`config.mk`:
```
export PLATFORM = sky130hd
export DESIGN_NAME = pric_top
export DESIGN_NICKNAME = d
export VERILOG_FILES = /design/src/pric_pkg.sv /design/src/pric_top.sv /design/src/pric_prio_sel.sv
export SDC_FILE = /design/constraint.sdc
export NUM_CORES = 1
export LEC_CHECK = 0
export BUFFER_PORTS_ARGS = -buffer_cell sky130_fd_sc_hd__buf_2
export CAP_MARGIN = 20
export CORE_ASPECT_RATIO = 0.75
export CORE_MARGIN = 5
export CORE_UTILIZATION = 33
export CTS_CLUSTER_DIAMETER = 120
export DETAILED_ROUTE_END_ITERATION = 7
export GPL_TIMING_DRIVEN = 1
export SKIP_CTS_REPAIR_TIMING = 1
export SLEW_MARGIN = 20
export SYNTH_ARGS = -nofsm -noshare
export SYNTH_HDL_FRONTEND = slang
export SYNTH_HIERARCHICAL = 1
export SYNTH_SLANG_ARGS = --single-unit
```
`constraint.sdc`:
```
create_clock -name CLK -period 9.5 [get_ports CLK]
set_clock_uncertainty 0.2 [all_clocks]
set_input_delay 0.95 -clock CLK [delete_from_list [all_inputs] [get_ports CLK]]
set_output_delay 0.95 -clock CLK [all_outputs]
set_load 0.01 [all_outputs]
```
`src/pric_pkg.sv`:
```
// Package: register map, field layout and constants of the priority interrupt controller
package pric_pkg;
  // -----------------------------------------------------------------
  // Register byte offsets
  // -----------------------------------------------------------------
  localparam logic [7:0] PRIC_OFS_PRIO = 8'h00;   // charge_time_irq_priority
  localparam logic [7:0] PRIC_OFS_STAT = 8'h04;   // interrupt_control_status
  localparam logic [7:0] PRIC_OFS_FLAG = 8'h08;   // irq_flag_regs
  localparam logic [7:0] PRIC_OFS_ENAB = 8'h0C;   // irq_enable_regs
  localparam logic [7:0] PRIC_OFS_CTRL = 8'h10;   // irq_control_reg_one
  localparam logic [7:0] PRIC_OFS_CPU = 8'h14;    // status_low_byte (CPU level)
  localparam logic [7:0] PRIC_OFS_CMD = 8'h18;    // core command strobes
  localparam logic [7:0] PRIC_OFS_ISTS = 8'h1C;   // sticky event status, W1C
  localparam logic [7:0] PRIC_OFS_IMSK = 8'h20;   // event mask
  localparam logic [7:0] PRIC_OFS_SRC0 = 8'h40;   // per-source priority, one word each
  // -----------------------------------------------------------------
  // Field positions and values
  // -----------------------------------------------------------------
  localparam int PRIC_PRIO_LSB = 4;
  localparam logic [2:0] PRIC_PRIO_RST = 3'h4;
  localparam int PRIC_LVL_LSB = 8;
  localparam int PRIC_CTRL_NESTING_DISABLE_BIT = 15;
  localparam int PRIC_CTRL_TRAP_BIT = 0;
  localparam int PRIC_CMD_ACK_BIT = 0;
  localparam int PRIC_CMD_RET_BIT = 1;
  localparam int PRIC_CMD_DIS_BIT = 2;
  localparam logic [7:0] PRIC_MASK_OR = 8'hE0;
  localparam logic [3:0] PRIC_LVL_USER_MAX = 4'h7;
  localparam logic [3:0] PRIC_LVL_TRAP = 4'hF;
  localparam logic [6:0] PRIC_VEC_TRAP = 7'h00;
  localparam logic [6:0] PRIC_VEC_SRC0 = 7'h08;
  localparam logic [13:0] PRIC_DIS_RST = 14'h0000;
  localparam int PRIC_NEST_DEPTH = 8;
  // Core handshake states
  typedef enum logic [1:0] {PRIC_IDLE, PRIC_REQ, PRIC_SERV} pric_state_e;
endpackage

```
`src/pric_top.sv`:
```
// Module: priority interrupt controller with APB register slave
//
// Behaviour
// Each source has a 3-bit priority; 7 is the highest user level.
// Priority 0 disables the source regardless of flag and enable.
// Every source priority resets to level 4, register reads 0x0040.
// Priority register bits 15:7 and 3:0 read zero and ignore writes.
// Status bits 11:8 show the new CPU priority level, 0 to 15.
// Status bits 6:0 show pending vector minus 8.
// Status bits 15:12 and 7 read zero; fields reset to zero.
// Nesting disable stops any interrupt preempting a running handler; here only user sources are held back and a trap still preempts.
// Software writes priority, clears flag, then sets enable.
// A flag still set at return is taken again at once.
// Return restores saved program counter, low status byte and CPU level; a trap returning onto a saved level 7 with frames left keeps level 15.
// Trap flag stays set until cleared; else the trap is re-entered.
// ORing 0xE0 into the low status byte masks all user sources.
// Traps at levels 8 to 15 are never masked by CPU level.
// Timed disable blocks levels 1 to 6 for a given count.
// Level 7 sources still interrupt during the timed disable.
// Software may give all enabled sources the same nonzero priority.
// Highest-priority flagged, enabled source above CPU level interrupts.
//
// Our own choices: the register offsets and register access over APB.
`timescale 1ns/1ns
`default_nettype none
module pric_top
  import pric_pkg::*;
#(
  parameter int N_SRC = 8
) (
  input wire logic CLK,
  input wire logic RST_N,
  input wire logic PSEL,
  input wire logic PENABLE,
  input wire logic PWRITE,
  input wire logic [7:0] PADDR,
  input wire logic [31:0] PWDATA,
  output logic [31:0] PRDATA,
  output logic PREADY,
  output logic PSLVERR,
  input wire logic [N_SRC-1:0] SRC_EVENT,
  input wire logic TRAP_EVENT,
  input wire logic [15:0] CORE_PC,
  output logic CPU_IRQ,
  output logic [6:0] CPU_VECTOR,
  output logic [15:0] RESTORE_PC,
  output logic RESTORE_VALID,
  output logic IRQ
);
  import pric_pkg::*;

  // -----------------------------------------------------------------
  // State
  // -----------------------------------------------------------------
  logic [N_SRC*3-1:0] prio_ff, nxt_prio;
  logic [N_SRC-1:0] flag_ff, nxt_flag;
  logic [N_SRC-1:0] enab_ff, nxt_enab;
  logic nesting_disable_ff, nxt_nesting_disable;
  logic trap_ff, nxt_trap;
  logic [7:0] slb_ff, nxt_slb;
  logic [3:0] lvl_ff, nxt_lvl;
  logic [13:0] dis_ff, nxt_dis;
  logic [3:0] ilr_ff, nxt_ilr;
  logic [6:0] vec_ff, nxt_vec;
  logic [1:0] ists_ff, nxt_ists;
  logic [1:0] imsk_ff, nxt_imsk;
  pric_state_e st_ff, nxt_st;
  // Return stack of PC and low status byte, one frame per nesting level.
  // A ninth frame is never pushed; an acknowledge with a full stack is refused
  logic [15:0] stk_pc_ff [PRIC_NEST_DEPTH];
  logic [7:0] stk_slb_ff [PRIC_NEST_DEPTH];
  logic [15:0] nxt_stk_pc [PRIC_NEST_DEPTH];
  logic [7:0] nxt_stk_slb [PRIC_NEST_DEPTH];
  logic [3:0] sp_ff, nxt_sp;
  logic [31:0] rdata_ff, nxt_rdata;
  logic ready_ff, nxt_ready;
  logic err_ff, nxt_err;
  logic cirq_ff, nxt_cirq;
  logic rv_ff, nxt_rv;
  logic irq_ff, nxt_irq;
  logic [6:0] cvec_ff, nxt_cvec;
  logic [15:0] rpc_ff, nxt_rpc;

  // -----------------------------------------------------------------
  // Arbitration
  // -----------------------------------------------------------------
  logic found;
  logic [2:0] best_prio;
  logic [6:0] best_idx;
  logic [N_SRC-1:0] live;
  logic dis_active, user_ok, take_trap, take_user;
  logic [3:0] cur_lvl;

  // A source competes only while both its flag and its enable are set
  assign live = flag_ff & enab_ff;
  assign cur_lvl = lvl_ff;

  pric_prio_sel #(.N(N_SRC)) pric_prio_sel_inst (
    .prio(prio_ff),
    .req(live),
    .found(found),
    .best_prio(best_prio),
    .best_idx(best_idx)
  );

  // Any count left means the disable window is still open
  assign dis_active = (dis_ff != PRIC_DIS_RST);
  // A source must beat the CPU level strictly; equal levels wait
  // Timed disable lets level 7 through
  assign user_ok = found && ({1'b0, best_prio} > cur_lvl)
    && (!dis_active || best_prio == 3'h7);
  // Traps ignore CPU level; a set trap flag re-enters its handler
  // Level 15 is held by a running trap, so it does not re-enter itself
  assign take_trap = trap_ff && (lvl_ff != PRIC_LVL_TRAP);
  // A set flag at return simply wins arbitration again
  assign take_user = user_ok && !(nesting_disable_ff && st_ff == PRIC_SERV);

  // -----------------------------------------------------------------
  // APB decode
  // -----------------------------------------------------------------
  logic acc, wr, rd;
  logic [31:0] cmd;
  logic src_hit;
  logic [6:0] src_i;
  // Transfers are taken on the first access cycle and PREADY follows one
  // cycle later, so every transfer has exactly one wait state
  assign acc = PSEL && PENABLE && !ready_ff;
  assign wr = acc && PWRITE;
  assign rd = acc && !PWRITE;
  // Command bits act for one cycle only and are never stored
  assign cmd = (wr && PADDR == PRIC_OFS_CMD) ? PWDATA : 32'h0000_0000;
  assign src_hit = PADDR >= PRIC_OFS_SRC0 && PADDR[1:0] == 2'h0
    && ((PADDR - PRIC_OFS_SRC0) >> 2) < 8'(N_SRC);
  assign src_i = 7'((PADDR - PRIC_OFS_SRC0) >> 2);

  // -----------------------------------------------------------------
  // Status view
  // -----------------------------------------------------------------
  // The status field counts from the first user vector; a trap has no
  // slot there and shows as zero, its level of 15 tells it apart
  logic [6:0] vec_field;
  assign vec_field = (vec_ff >= PRIC_VEC_SRC0) ? vec_ff - PRIC_VEC_SRC0 : 7'h00;

  // -----------------------------------------------------------------
  // Next state
  // -----------------------------------------------------------------
  always_comb begin
    // Hold by default; answer strobes and pulses drop
    nxt_prio = prio_ff;
    nxt_flag = (flag_ff | SRC_EVENT);
    nxt_enab = enab_ff;
    nxt_nesting_disable = nesting_disable_ff;
    nxt_trap = trap_ff | TRAP_EVENT;
    nxt_slb = slb_ff;
    nxt_lvl = lvl_ff;
    nxt_dis = dis_active ? dis_ff - 14'h0001 : dis_ff;
    nxt_ilr = ilr_ff;
    nxt_vec = vec_ff;
    nxt_ists = ists_ff;
    nxt_imsk = imsk_ff;
    nxt_st = st_ff;
    nxt_stk_pc = stk_pc_ff;
    nxt_stk_slb = stk_slb_ff;
    nxt_sp = sp_ff;
    nxt_rdata = 32'h0000_0000;
    nxt_ready = acc;
    nxt_err = 1'b0;
    nxt_rv = 1'b0;
    nxt_rpc = rpc_ff;

    // Unmapped offsets answer with PSLVERR and change nothing
    // Register writes; hardware sets below override clears
    if (wr) begin
      case (PADDR)
        // Source 0 also answers at the first offset
        PRIC_OFS_PRIO: nxt_prio[0 +: 3] = PWDATA[PRIC_PRIO_LSB +: 3];
        PRIC_OFS_STAT: ;
        PRIC_OFS_FLAG: nxt_flag = PWDATA[N_SRC-1:0] | SRC_EVENT;
        PRIC_OFS_ENAB: nxt_enab = PWDATA[N_SRC-1:0];
        PRIC_OFS_CTRL: begin
          nxt_nesting_disable = PWDATA[PRIC_CTRL_NESTING_DISABLE_BIT];
          nxt_trap = PWDATA[PRIC_CTRL_TRAP_BIT] | TRAP_EVENT;
        end
        PRIC_OFS_CPU: begin
          nxt_slb = PWDATA[7:0];
          nxt_lvl = {1'b0, PWDATA[7:5]};
        end
        PRIC_OFS_CMD: ;
        PRIC_OFS_ISTS: nxt_ists = ists_ff & ~PWDATA[1:0];
        PRIC_OFS_IMSK: nxt_imsk = PWDATA[1:0];
        default: begin
          if (src_hit) begin
            nxt_prio[src_i*3 +: 3] = PWDATA[PRIC_PRIO_LSB +: 3];
          end else begin
            nxt_err = 1'b1;
          end
        end
      endcase
      // Timed-disable load, count in cycles from bits 29:16
      // A new load restarts the window; the count then runs down alone
      if (PADDR == PRIC_OFS_CMD && PWDATA[PRIC_CMD_DIS_BIT]) begin
        nxt_dis = PWDATA[29:16];
      end
    end

    // Reads
    // Unused bits read as zero in every word
    if (rd) begin
      case (PADDR)
        PRIC_OFS_PRIO: nxt_rdata = {25'h0, prio_ff[0 +: 3], 4'h0};
        PRIC_OFS_STAT: nxt_rdata = {20'h0, ilr_ff, 1'b0, vec_field};
        PRIC_OFS_FLAG: nxt_rdata = 32'(flag_ff);
        PRIC_OFS_ENAB: nxt_rdata = 32'(enab_ff);
        PRIC_OFS_CTRL: nxt_rdata = {16'h0, nesting_disable_ff, 14'h0, trap_ff};
        PRIC_OFS_CPU: nxt_rdata = {20'h0, lvl_ff, slb_ff};
        PRIC_OFS_CMD: nxt_rdata = {18'h0, dis_ff};
        PRIC_OFS_ISTS: nxt_rdata = {30'h0, ists_ff};
        PRIC_OFS_IMSK: nxt_rdata = {30'h0, imsk_ff};
        default: begin
          if (src_hit) begin
            nxt_rdata = {25'h0, prio_ff[src_i*3 +: 3], 4'h0};
          end else begin
            nxt_err = 1'b1;
          end
        end
      endcase
    end

    // Core handshake
    // A request stays up until acknowledged; a later, higher source waits
    case (st_ff)
      PRIC_IDLE, PRIC_SERV: begin
        if (take_trap || take_user) begin
          nxt_st = PRIC_REQ;
          nxt_ilr = take_trap ? PRIC_LVL_TRAP : {1'b0, best_prio};
          nxt_vec = take_trap ? PRIC_VEC_TRAP : 7'(PRIC_VEC_SRC0 + best_idx);
        end
      end
      PRIC_REQ: begin
        // A full stack ignores the acknowledge and the request stays up
        if (cmd[PRIC_CMD_ACK_BIT] && sp_ff != 4'(PRIC_NEST_DEPTH)) begin
          // Stack PC, low status byte and level, then raise level
          nxt_stk_pc[sp_ff[2:0]] = CORE_PC;
          nxt_stk_slb[sp_ff[2:0]] = {lvl_ff[2:0], slb_ff[4:0]};
          nxt_sp = sp_ff + 4'h1;
          nxt_lvl = ilr_ff;
          // The low status byte carries the level in its top three bits
          nxt_slb = {ilr_ff[2:0], slb_ff[4:0]};
          nxt_st = PRIC_SERV;
          nxt_ists[0] = 1'b1;
        end
      end
      default: nxt_st = PRIC_IDLE;
    endcase

    // Return from handler unstacks
    // The old level applies at once, except that a trap returning onto a saved
    // level 7 with frames left keeps level 15; a flag left set is arbitrated
    // again on the very next cycle
    if (cmd[PRIC_CMD_RET_BIT] && sp_ff != 4'h0) begin
      nxt_sp = sp_ff - 4'h1;
      nxt_rpc = stk_pc_ff[nxt_sp[2:0]];
      nxt_slb = stk_slb_ff[nxt_sp[2:0]];
      nxt_lvl = (stk_slb_ff[nxt_sp[2:0]][7:5] == 3'h7 && ilr_ff == PRIC_LVL_TRAP
        && sp_ff > 4'h1) ? lvl_ff : {1'b0, stk_slb_ff[nxt_sp[2:0]][7:5]};
      nxt_rv = 1'b1;
      nxt_st = (sp_ff == 4'h1) ? PRIC_IDLE : PRIC_SERV;
      nxt_ists[1] = 1'b1;
    end

    nxt_cirq = (nxt_st == PRIC_REQ);
    nxt_cvec = nxt_vec;
    // Built from the next status so the interrupt lags no extra cycle
    nxt_irq = |(nxt_ists & imsk_ff);
  end

  // -----------------------------------------------------------------
  // Registers
  // -----------------------------------------------------------------
  always_ff @(posedge CLK or negedge RST_N) begin
    if (!RST_N) begin
      prio_ff <= {N_SRC{PRIC_PRIO_RST}};
      flag_ff <= '0;
      enab_ff <= '0;
      nesting_disable_ff <= 1'b0;
      trap_ff <= 1'b0;
      slb_ff <= 8'h00;
      lvl_ff <= 4'h0;
      dis_ff <= PRIC_DIS_RST;
      ilr_ff <= 4'h0;
      vec_ff <= 7'h00;
      ists_ff <= 2'h0;
      imsk_ff <= 2'h0;
      st_ff <= PRIC_IDLE;
      sp_ff <= 4'h0;
      rdata_ff <= 32'h0000_0000;
      ready_ff <= 1'b0;
      err_ff <= 1'b0;
      cirq_ff <= 1'b0;
      cvec_ff <= 7'h00;
      rpc_ff <= 16'h0000;
      rv_ff <= 1'b0;
      irq_ff <= 1'b0;
      // Frames reset too; a return with an empty stack is ignored
      for (int i = 0; i < PRIC_NEST_DEPTH; i++) begin
        stk_pc_ff[i] <= 16'h0000;
        stk_slb_ff[i] <= 8'h00;
      end
    end else begin
      prio_ff <= nxt_prio;
      flag_ff <= nxt_flag;
      enab_ff <= nxt_enab;
      nesting_disable_ff <= nxt_nesting_disable;
      trap_ff <= nxt_trap;
      slb_ff <= nxt_slb;
      lvl_ff <= nxt_lvl;
      dis_ff <= nxt_dis;
      ilr_ff <= nxt_ilr;
      vec_ff <= nxt_vec;
      ists_ff <= nxt_ists;
      imsk_ff <= nxt_imsk;
      st_ff <= nxt_st;
      sp_ff <= nxt_sp;
      rdata_ff <= nxt_rdata;
      ready_ff <= nxt_ready;
      err_ff <= nxt_err;
      cirq_ff <= nxt_cirq;
      cvec_ff <= nxt_cvec;
      rpc_ff <= nxt_rpc;
      rv_ff <= nxt_rv;
      irq_ff <= nxt_irq;
      stk_pc_ff <= nxt_stk_pc;
      stk_slb_ff <= nxt_stk_slb;
    end
  end

  // -----------------------------------------------------------------
  // Output ports
  // -----------------------------------------------------------------
  assign PRDATA = rdata_ff;
  assign PREADY = ready_ff;
  assign PSLVERR = err_ff;
  assign CPU_IRQ = cirq_ff;
  assign CPU_VECTOR = cvec_ff;
  assign RESTORE_PC = rpc_ff;
  assign RESTORE_VALID = rv_ff;
  assign IRQ = irq_ff;
endmodule
`default_nettype wire

```
`src/pric_prio_sel.sv`:
```
// Module: picks the highest-priority requesting source
`timescale 1ns/1ns
`default_nettype none
module pric_prio_sel #(
  parameter int N = 8
) (
  input wire logic [N*3-1:0] prio,
  input wire logic [N-1:0] req,
  output logic found,
  output logic [2:0] best_prio,
  output logic [6:0] best_idx
);
  always_comb begin
    found = 1'b0;
    best_prio = 3'h0;
    best_idx = 7'h00;
    // Lowest index wins among equals
    for (int i = 0; i < N; i++) begin
      if (req[i] && prio[i*3 +: 3] != 3'h0 && (!found || prio[i*3 +: 3] > best_prio)) begin
        found = 1'b1;
        best_prio = prio[i*3 +: 3];
        best_idx = 7'(i);
      end
    end
  end
endmodule
`default_nettype wire

```
Word level (Yosys, flattened, before mapping)
Cells that the tools add are included.

word-level totals
  word-level logic and storage cells = 260
  input bits = 70
  output and inout port bits = 60
  register bits = 334

cells by class
  $lt $le $gt $ge = 15
  reduce and logical (&&, ||, !) cells = 81
  $mul = 1
  add/sub/neg operators = 7
  bitwise logic cells = 12
  multiplexer cells = 83
  shift-type cells = 3
  equal/unequal tests = 19

operator list
  kind                                                                     number
  16-bit case mux with 9 select lines                                      1
  128-bit bitwise mux                                                      1
  8-bit 2-to-1 mux                                                         10
  64-bit bitwise mux                                                       1
  16-bit 2-to-1 mux                                                        4
  16-bit binary-select mux with 3-bit select                               1
  16-bit demux with 3-bit select                                           1
  14-bit 2-to-1 mux                                                        3
  4-bit 2-to-1 mux                                                         10
  3-bit 2-to-1 mux                                                         13
  9-bit negation with 34-bit output                                        1
  3-bit by 34-bit variable shift with 24-bit output, first input constant  1
  3-bit by 34-bit variable part select with 24-bit output                  1
  1-bit logical AND                                                        33
  8-bit by 5-bit equality test with 1-bit output, second input constant    4
  8-bit binary-select mux with 3-bit select                                1
  24-bit bitwise mux                                                       1
  8-bit demux with 3-bit select                                            1
  3-bit nonzero test                                                       8
  24-bit by 9-bit variable part select with 3-bit output                   1
  3-bit > comparator                                                       7
  1-bit 2-to-1 mux                                                         21
  7-bit 2-to-1 mux                                                         3
  2-bit 2-to-1 mux                                                         9
  46 further kinds                                                         84

Longest topological paths before layout
  word-level depth = 40
  depth in mapped cells = 62
  mapped depth without buffers = 59

Cells and area by module
The synthesis kept the hierarchy.

by module, submodules not included
  module         area each (sq um)  instances  sequential area each (sq um)  cells each
  pric_top       15657.5            1          7942.6                        1215
  pric_prio_sel  1176.1             1          0.0                           167

Worst setup path after synthesis
Ideal clock, no wire load.

  kind = flip-flop to flip-flop
  start = register flag_ff[0]
  end = register ilr_ff[2]
  clock period less this slack = 10.385 ns
  stages on the path, launching flop included = 60
  library setup time = 0.126 ns
  arrival = 10.059 ns
  data required time = 9.174 ns
  path buffers = 3
  path slack = -0.885 ns
  path through = dfrtp_1 and2_1 and2_1 ha_1 nand3_1 o21ai_1 or2_1 o311ai_1 inv_1 ha_1 nand3_1 o21ai_0 o21ai_2 nor2b_1 buf_2 o21a_1 ha_1 a211oi_1 [24 not listed] o21a_1 a21oi_1 a22oi_2 ha_1 nor2b_1 o21ai_0 a32oi_1 nor2_1 or2_1 o221ai_1 a22oi_1 inv_1 ha_1 a311oi_1 o221ai_1 or3b_1 buf_2 o32a_1

between the ends
  cells in the longest elaborated chain, start to end = 37
  elaborated cells between the ends (all ways) = 55
  classes of those cells = 8 x order compare; 1 x eq/ne; 17 x mux; 1 x bitwise; 28 x reduce/logical

RTL lines
  item                                                                                  line                              source
  start, declared                                                                       pric_top.sv:56                    logic [N_SRC-1:0] flag_ff, nxt_flag;
  start signal, assigned                                                                pric_top.sv:311                   flag_ff <= nxt_flag;
  8-bit AND (*)                                                                         pric_top.sv:95                    assign live = flag_ff & enab_ff;
  net live[0]                                                                           pric_top.sv:90                    logic [N_SRC-1:0] live;
  1-bit logical AND (*)                                                                 pric_prio_sel.sv:19               if (req[i] && prio[i*3 +: 3] != 3'h0 && (!found || prio[i*3 +: 3] > best_prio)) begin
  3-bit 2-to-1 mux or 1-bit 2-to-1 mux (tied branches)                                  pric_prio_sel.sv:19
  3-bit > comparator or 1-bit logical NOT (tied branches)                               pric_prio_sel.sv:19
  1-bit logical OR                                                                      pric_prio_sel.sv:19
  1-bit logical AND                                                                     pric_prio_sel.sv:19
  3-bit 2-to-1 mux or 1-bit 2-to-1 mux (tied branches)                                  pric_prio_sel.sv:19
  [23 not listed]                                                                       -
  3-bit 2-to-1 mux (*)                                                                  pric_prio_sel.sv:19
  net best_prio[0]                                                                      pric_top.sv:88                    logic [2:0] best_prio;
  3-bit by 4-bit > comparator with 1-bit output or 3-bit equality test (tied branches)  pric_top.sv:110, pric_top.sv:111
  1-bit logical AND or 1-bit logical OR (tied branches)                                 pric_top.sv:110, pric_top.sv:111
  1-bit logical AND (*)                                                                 pric_top.sv:111                   && (!dis_active || best_prio == 3'h7);
  1-bit logical AND (*)                                                                 pric_top.sv:116                   assign take_user = user_ok && !(nesting_disable_ff && st_ff == PRIC_SERV);
  1-bit logical OR (*)                                                                  pric_top.sv:233                   if (take_trap || take_user) begin
  2-bit AND reduction (no line) (*)                                                     -
  end signal, assigned                                                                  pric_top.sv:318                   ilr_ff <= nxt_ilr;
  end, declared                                                                         pric_top.sv:63                    logic [3:0] ilr_ff, nxt_ilr;

Mark *: on every way through the listed nets, which the timed path passes. The rest lies on a longest branch.
A chain may end at the register's enable or synchronous reset.

Worst setup path after layout
  start = register flag_ff[0]
  end = register ilr_ff[1]

between the ends
  cells in the longest elaborated chain, start to end = 37
  elaborated cells between the ends (all ways) = 55
  classes of those cells = 8 x order compare; 1 x eq/ne; 17 x mux; 1 x bitwise; 28 x reduce/logical

RTL lines
  item                                                                                  line
  8-bit AND (*)                                                                         pric_top.sv:95
  net live[0]                                                                           pric_top.sv:90
  1-bit logical AND (*)                                                                 pric_prio_sel.sv:19
  3-bit 2-to-1 mux or 1-bit 2-to-1 mux (tied branches)                                  pric_prio_sel.sv:19
  3-bit > comparator or 1-bit logical NOT (tied branches)                               pric_prio_sel.sv:19
  1-bit logical OR                                                                      pric_prio_sel.sv:19
  1-bit logical AND                                                                     pric_prio_sel.sv:19
  3-bit 2-to-1 mux or 1-bit 2-to-1 mux (tied branches)                                  pric_prio_sel.sv:19
  [23 not listed]                                                                       -
  3-bit 2-to-1 mux (*)                                                                  pric_prio_sel.sv:19
  net best_prio[1]                                                                      pric_top.sv:88
  3-bit by 4-bit > comparator with 1-bit output or 3-bit equality test (tied branches)  pric_top.sv:110, pric_top.sv:111
  1-bit logical AND or 1-bit logical OR (tied branches)                                 pric_top.sv:110, pric_top.sv:111
  1-bit logical AND                                                                     pric_top.sv:111
  1-bit logical AND                                                                     pric_top.sv:116
  1-bit logical OR                                                                      pric_top.sv:233
  2-bit AND reduction (no line)                                                         -

Marked as above.

==> run_results.csv <==
group,metric,value,unit
cts,clockRootBuffer,"clkbuf_16",
pwr,p_leak,9.45,nW
pwr,pwr-share-seq,0.474,
routing,via_count,11900,
run_status,status,"complete, but fails checks",
pwr,p_clk_frac,0.474,
setup_path,cpPeakStageDelay,0.47,ns
final_layout,area_delta_synth_final,19.6,%
timing,holdWs,0.248,ns
timing,fin_setup_tns,-6.62,ns
cts,clock_path_buffers,3,
timing,hold_viol_final,0,
final_layout,drive_gt1_frac,0.377,
synth,syn_inst,1382,
timing,max_clock_freq,99.7,MHz
timing,fin_crit_sh,1.06,
global_routing,track_usage,0.161,
cts,clkLatencyLatePin,0.52,ns
min_path,min_path_type,"in -> async",
cts,path_clk_slew,0.06,ns
placement,place_ws,-0.907,ns
synth,synth-compound-area-share,0.0954,
timing,fin_ws,-0.535,ns
synth,synth-seq-area-share,0.472,
setup_path,path_class,"reg -> reg",
run_status,violations,"setup timing",
placement,hpwl,30900,um
final_layout,postLayoutCoreUtil,0.400,
final_layout,multiInputGateArea,8840,um2
final_layout,nets,1636,
pwr,intPower,0.00227,W
synth,synth_fa_ha_area_frac,0.0282,
routing,firstDrtPassIters,8,
routing,viasPerCell,5.40,
placement,routabilityCongestion,0.885,
global_routing,grt_pass1_wl,71200,um
routing,ant_nets,0,
synth,ys_types,88,
setup_path,slowest_stage,"or3b_4",
synth,syn-cell-area,16800,um2
setup_path,cp-end-kind,"register",
pwr,ir_worst_vdd,142,uV
synth,yosys_warnings,6,
pwr,combPwrFrac,0.052,
cts,clock_sinks,317,
routing,totalWireLength,46200,um
cts,htree_levels,2,
final_layout,layout_common_cells,"dfrtp_1 (308), mux2_2 (121), nand2_1 (106), buf_2 (102), buf_4 (70)",
synth,synth_edf_count,0,
synth,synth_top_family_by_area,"multiplexers",
synth,synth_simple_gate_area_frac,0.107,
placement,dp.cells,2137,
pwr,power_density,147,nW/um2
global_routing,grt-ovfl-total,0,
job,drv_cap,0,
setup_path,crit_fanout,6,
synth,synthXorXnorAreaFrac,0.00937,
final_layout,fill_cells,4749,
placement,numPortBuffers,103,
timing,period_needed,10.03,ns
final_layout,final_common_cell,"dfrtp_1",
timing,rsz0062_at_grt,"yes",
global_routing,grt_max_degree,99,
timing,max_slew.worst_pin.slew,1.07,ns
floorplanning,coreArea,50300,um2
floorplanning,die_h,206,um
cts,cts_buffers,34,
synth,synthMuxAreaShare,0.245,
routing,drcViolationCount,0,
synth,syn_area_per_cell,12.2,um2
floorplanning,initial_core_util,0.335,
routing,drt_iter0_drc,933,
pwr,power.switching,0.000696,W
final_layout,final_cells,2211,
routing,routedWlPerCell,20.9,um
global_routing,antenna_found_initial,6,
setup_path,cp_data_arrival_time,10.23,ns
synth,async_flop_share,1.00,
floorplanning,core.rowCount,71,
floorplanning,die_w,271,um
setup_path,startpoint_type,"register",
timing,finalSetupViolCount,14,
timing,relSlewSlack,0.287,
timing,maxSlewViolCount,0,
synth,ys_ff_latch,317,
final_layout,register_area,7950,um2
pwr,swShare,0.235,
setup_path,cp.required,9.70,ns
synth,synth_ff_type,"dfrtp_1",
floorplanning,die_area,55700,um2
cts,cts_tree,"built",
global_routing,grt_pass1_vias,12100,
floorplanning,ios,130,
[sequential cells by signal, summed over array words and instances (netlist names), 4 cells and up]
name and flops:
cur_lvl 4, flag_ff 8, stk_pc_ff 128, CPU_VECTOR 7, dis_ff 14, ilr_ff 4, slb_ff 8, sp_ff 4
RESTORE_PC 16, PRDATA 15, prio_ff 24, enab_ff 8, stk_slb_ff 64
[Yosys cell counts (10+ instances only)]
master / instances / area share
mux2_1: 46 / 0.031
nand2_1: 109 / 0.024
inv_1: 48 / 0.011
nand3_1: 21 / 0.0062
o21ai_0: 31 / 0.0092
mux2i_1: 19 / 0.011
buf_6: 11 / 0.0074
mux2_4: 60 / 0.054
or3_1: 13 / 0.0048
nor3_1: 17 / 0.0051
clkbuf_1: 26 / 0.0058
a22oi_1: 14 / 0.0062
a21oi_1: 36 / 0.011
and2_1: 20 / 0.0074
mux4_2: 51 / 0.068
ha_1: 38 / 0.028
xnor2_1: 14 / 0.0073
and3_1: 18 / 0.0067
nor2_1: 69 / 0.015
a31oi_1: 27 / 0.010
nor2b_1: 10 / 0.0037
buf_2: 26 / 0.0077
mux2_2: 121 / 0.081
dfrtp_1: 309 / 0.46
buf_4: 21 / 0.0094
[power groups by stage]
stage / registers (W) / logic [W] / clock network (W)
floorplan: 0.00141 / 0.0000857 / 0
global placement: 0.00143 / 0.000150 / 0
detailed placement: 0.00143 / 0.000153 / 0
CTS: 0.00140 / 0.000154 / 0.00144
global route: 0.00141 / 0.000175 / 0.00150
finish: 0.00141 / 0.000156 / 0.00141
[kinds of logic (layout without fill, tap and decap cells)]
family,Yosys count,in the layout
and+or+nand+nor,345,346
DFF,317,317
muxes,297,297
AOI/OAI and AO/OA,225,225
buffers and inverters,140,291
adders and majority gates,38,38
xor gates and xnor gates,18,18
other,2,22
[metrics by stage]
stage	power [W]	area, um2
CTS	0.00300	19600
finish	0.00297	20100
detailed placement	0.00158	18400
global placement	0.00158	18400
floorplan	0.00150	17000
global route	0.00308	20100
[metal layers]
| layer | wire length [um] | global-route usage | share of wire | up-vias |
|---|---|---|---|---|
| met2 | 20500 | 0.241 | 0.44 | 360 |
| met5 | 54 | 0 | 0.0012 | - |
| met4 | 786 | 0.0349 | 0.017 | 8 |
| met3 | 3240 | 0.0363 | 0.070 | 66 |
| met1 | 21600 | 0.239 | 0.47 | 6135 |
| li1 | - | - | - | 5360 |
[final cells by class]
class | count | area share
antenna | 1 | 0.000124
timing repair buffer | 182 | 0.0580
clock buffer | 46 | 0.0475
inverter | 48 | 0.00895
clock inverter | 15 | 0.0111
tap | 657 | 0.0408
sequential | 317 | 0.395
multi-input combinational | 945 | 0.439
[critical path, delay by kind of cell (launching register included)]
kind	cells	cell delay (ns)
AOI/OAI and AO/OA	29	4.66
and+or+nand+nor	15	2.28
adders and majority gates	8	2.10
DFF	1	0.37
buffers and inverters	2	0.27
[path summary, 6_finish.rpt]
| check | start | end | slack, ns | cells past startpoint |
|---|---|---|---|---|
| worst max-delay path | flag_ff[0]$_DFF_PN0_ | ilr_ff[1]$_DFFE_PN0P_ | -0.53 | 54 |
| worst min-delay path | RST_N | CPU_IRQ$_DFF_PN0_ | 0.25 | 1 |
| worst max register to register | flag_ff[0]$_DFF_PN0_ | ilr_ff[1]$_DFFE_PN0P_ | -0.53 | 54 |
| worst min register to register | stk_slb_ff[61]$_DFFE_PN0P_ | stk_slb_ff[61]$_DFFE_PN0P_ | 0.28 | 2 |
| max in group asynchronous | RST_N | dis_ff[11]$_DFF_PN0_ | 6.51 | 3 |
| min in group CLK | stk_slb_ff[61]$_DFFE_PN0P_ | stk_slb_ff[61]$_DFFE_PN0P_ | 0.28 | 2 |
(Power assumes the default switching activity.)
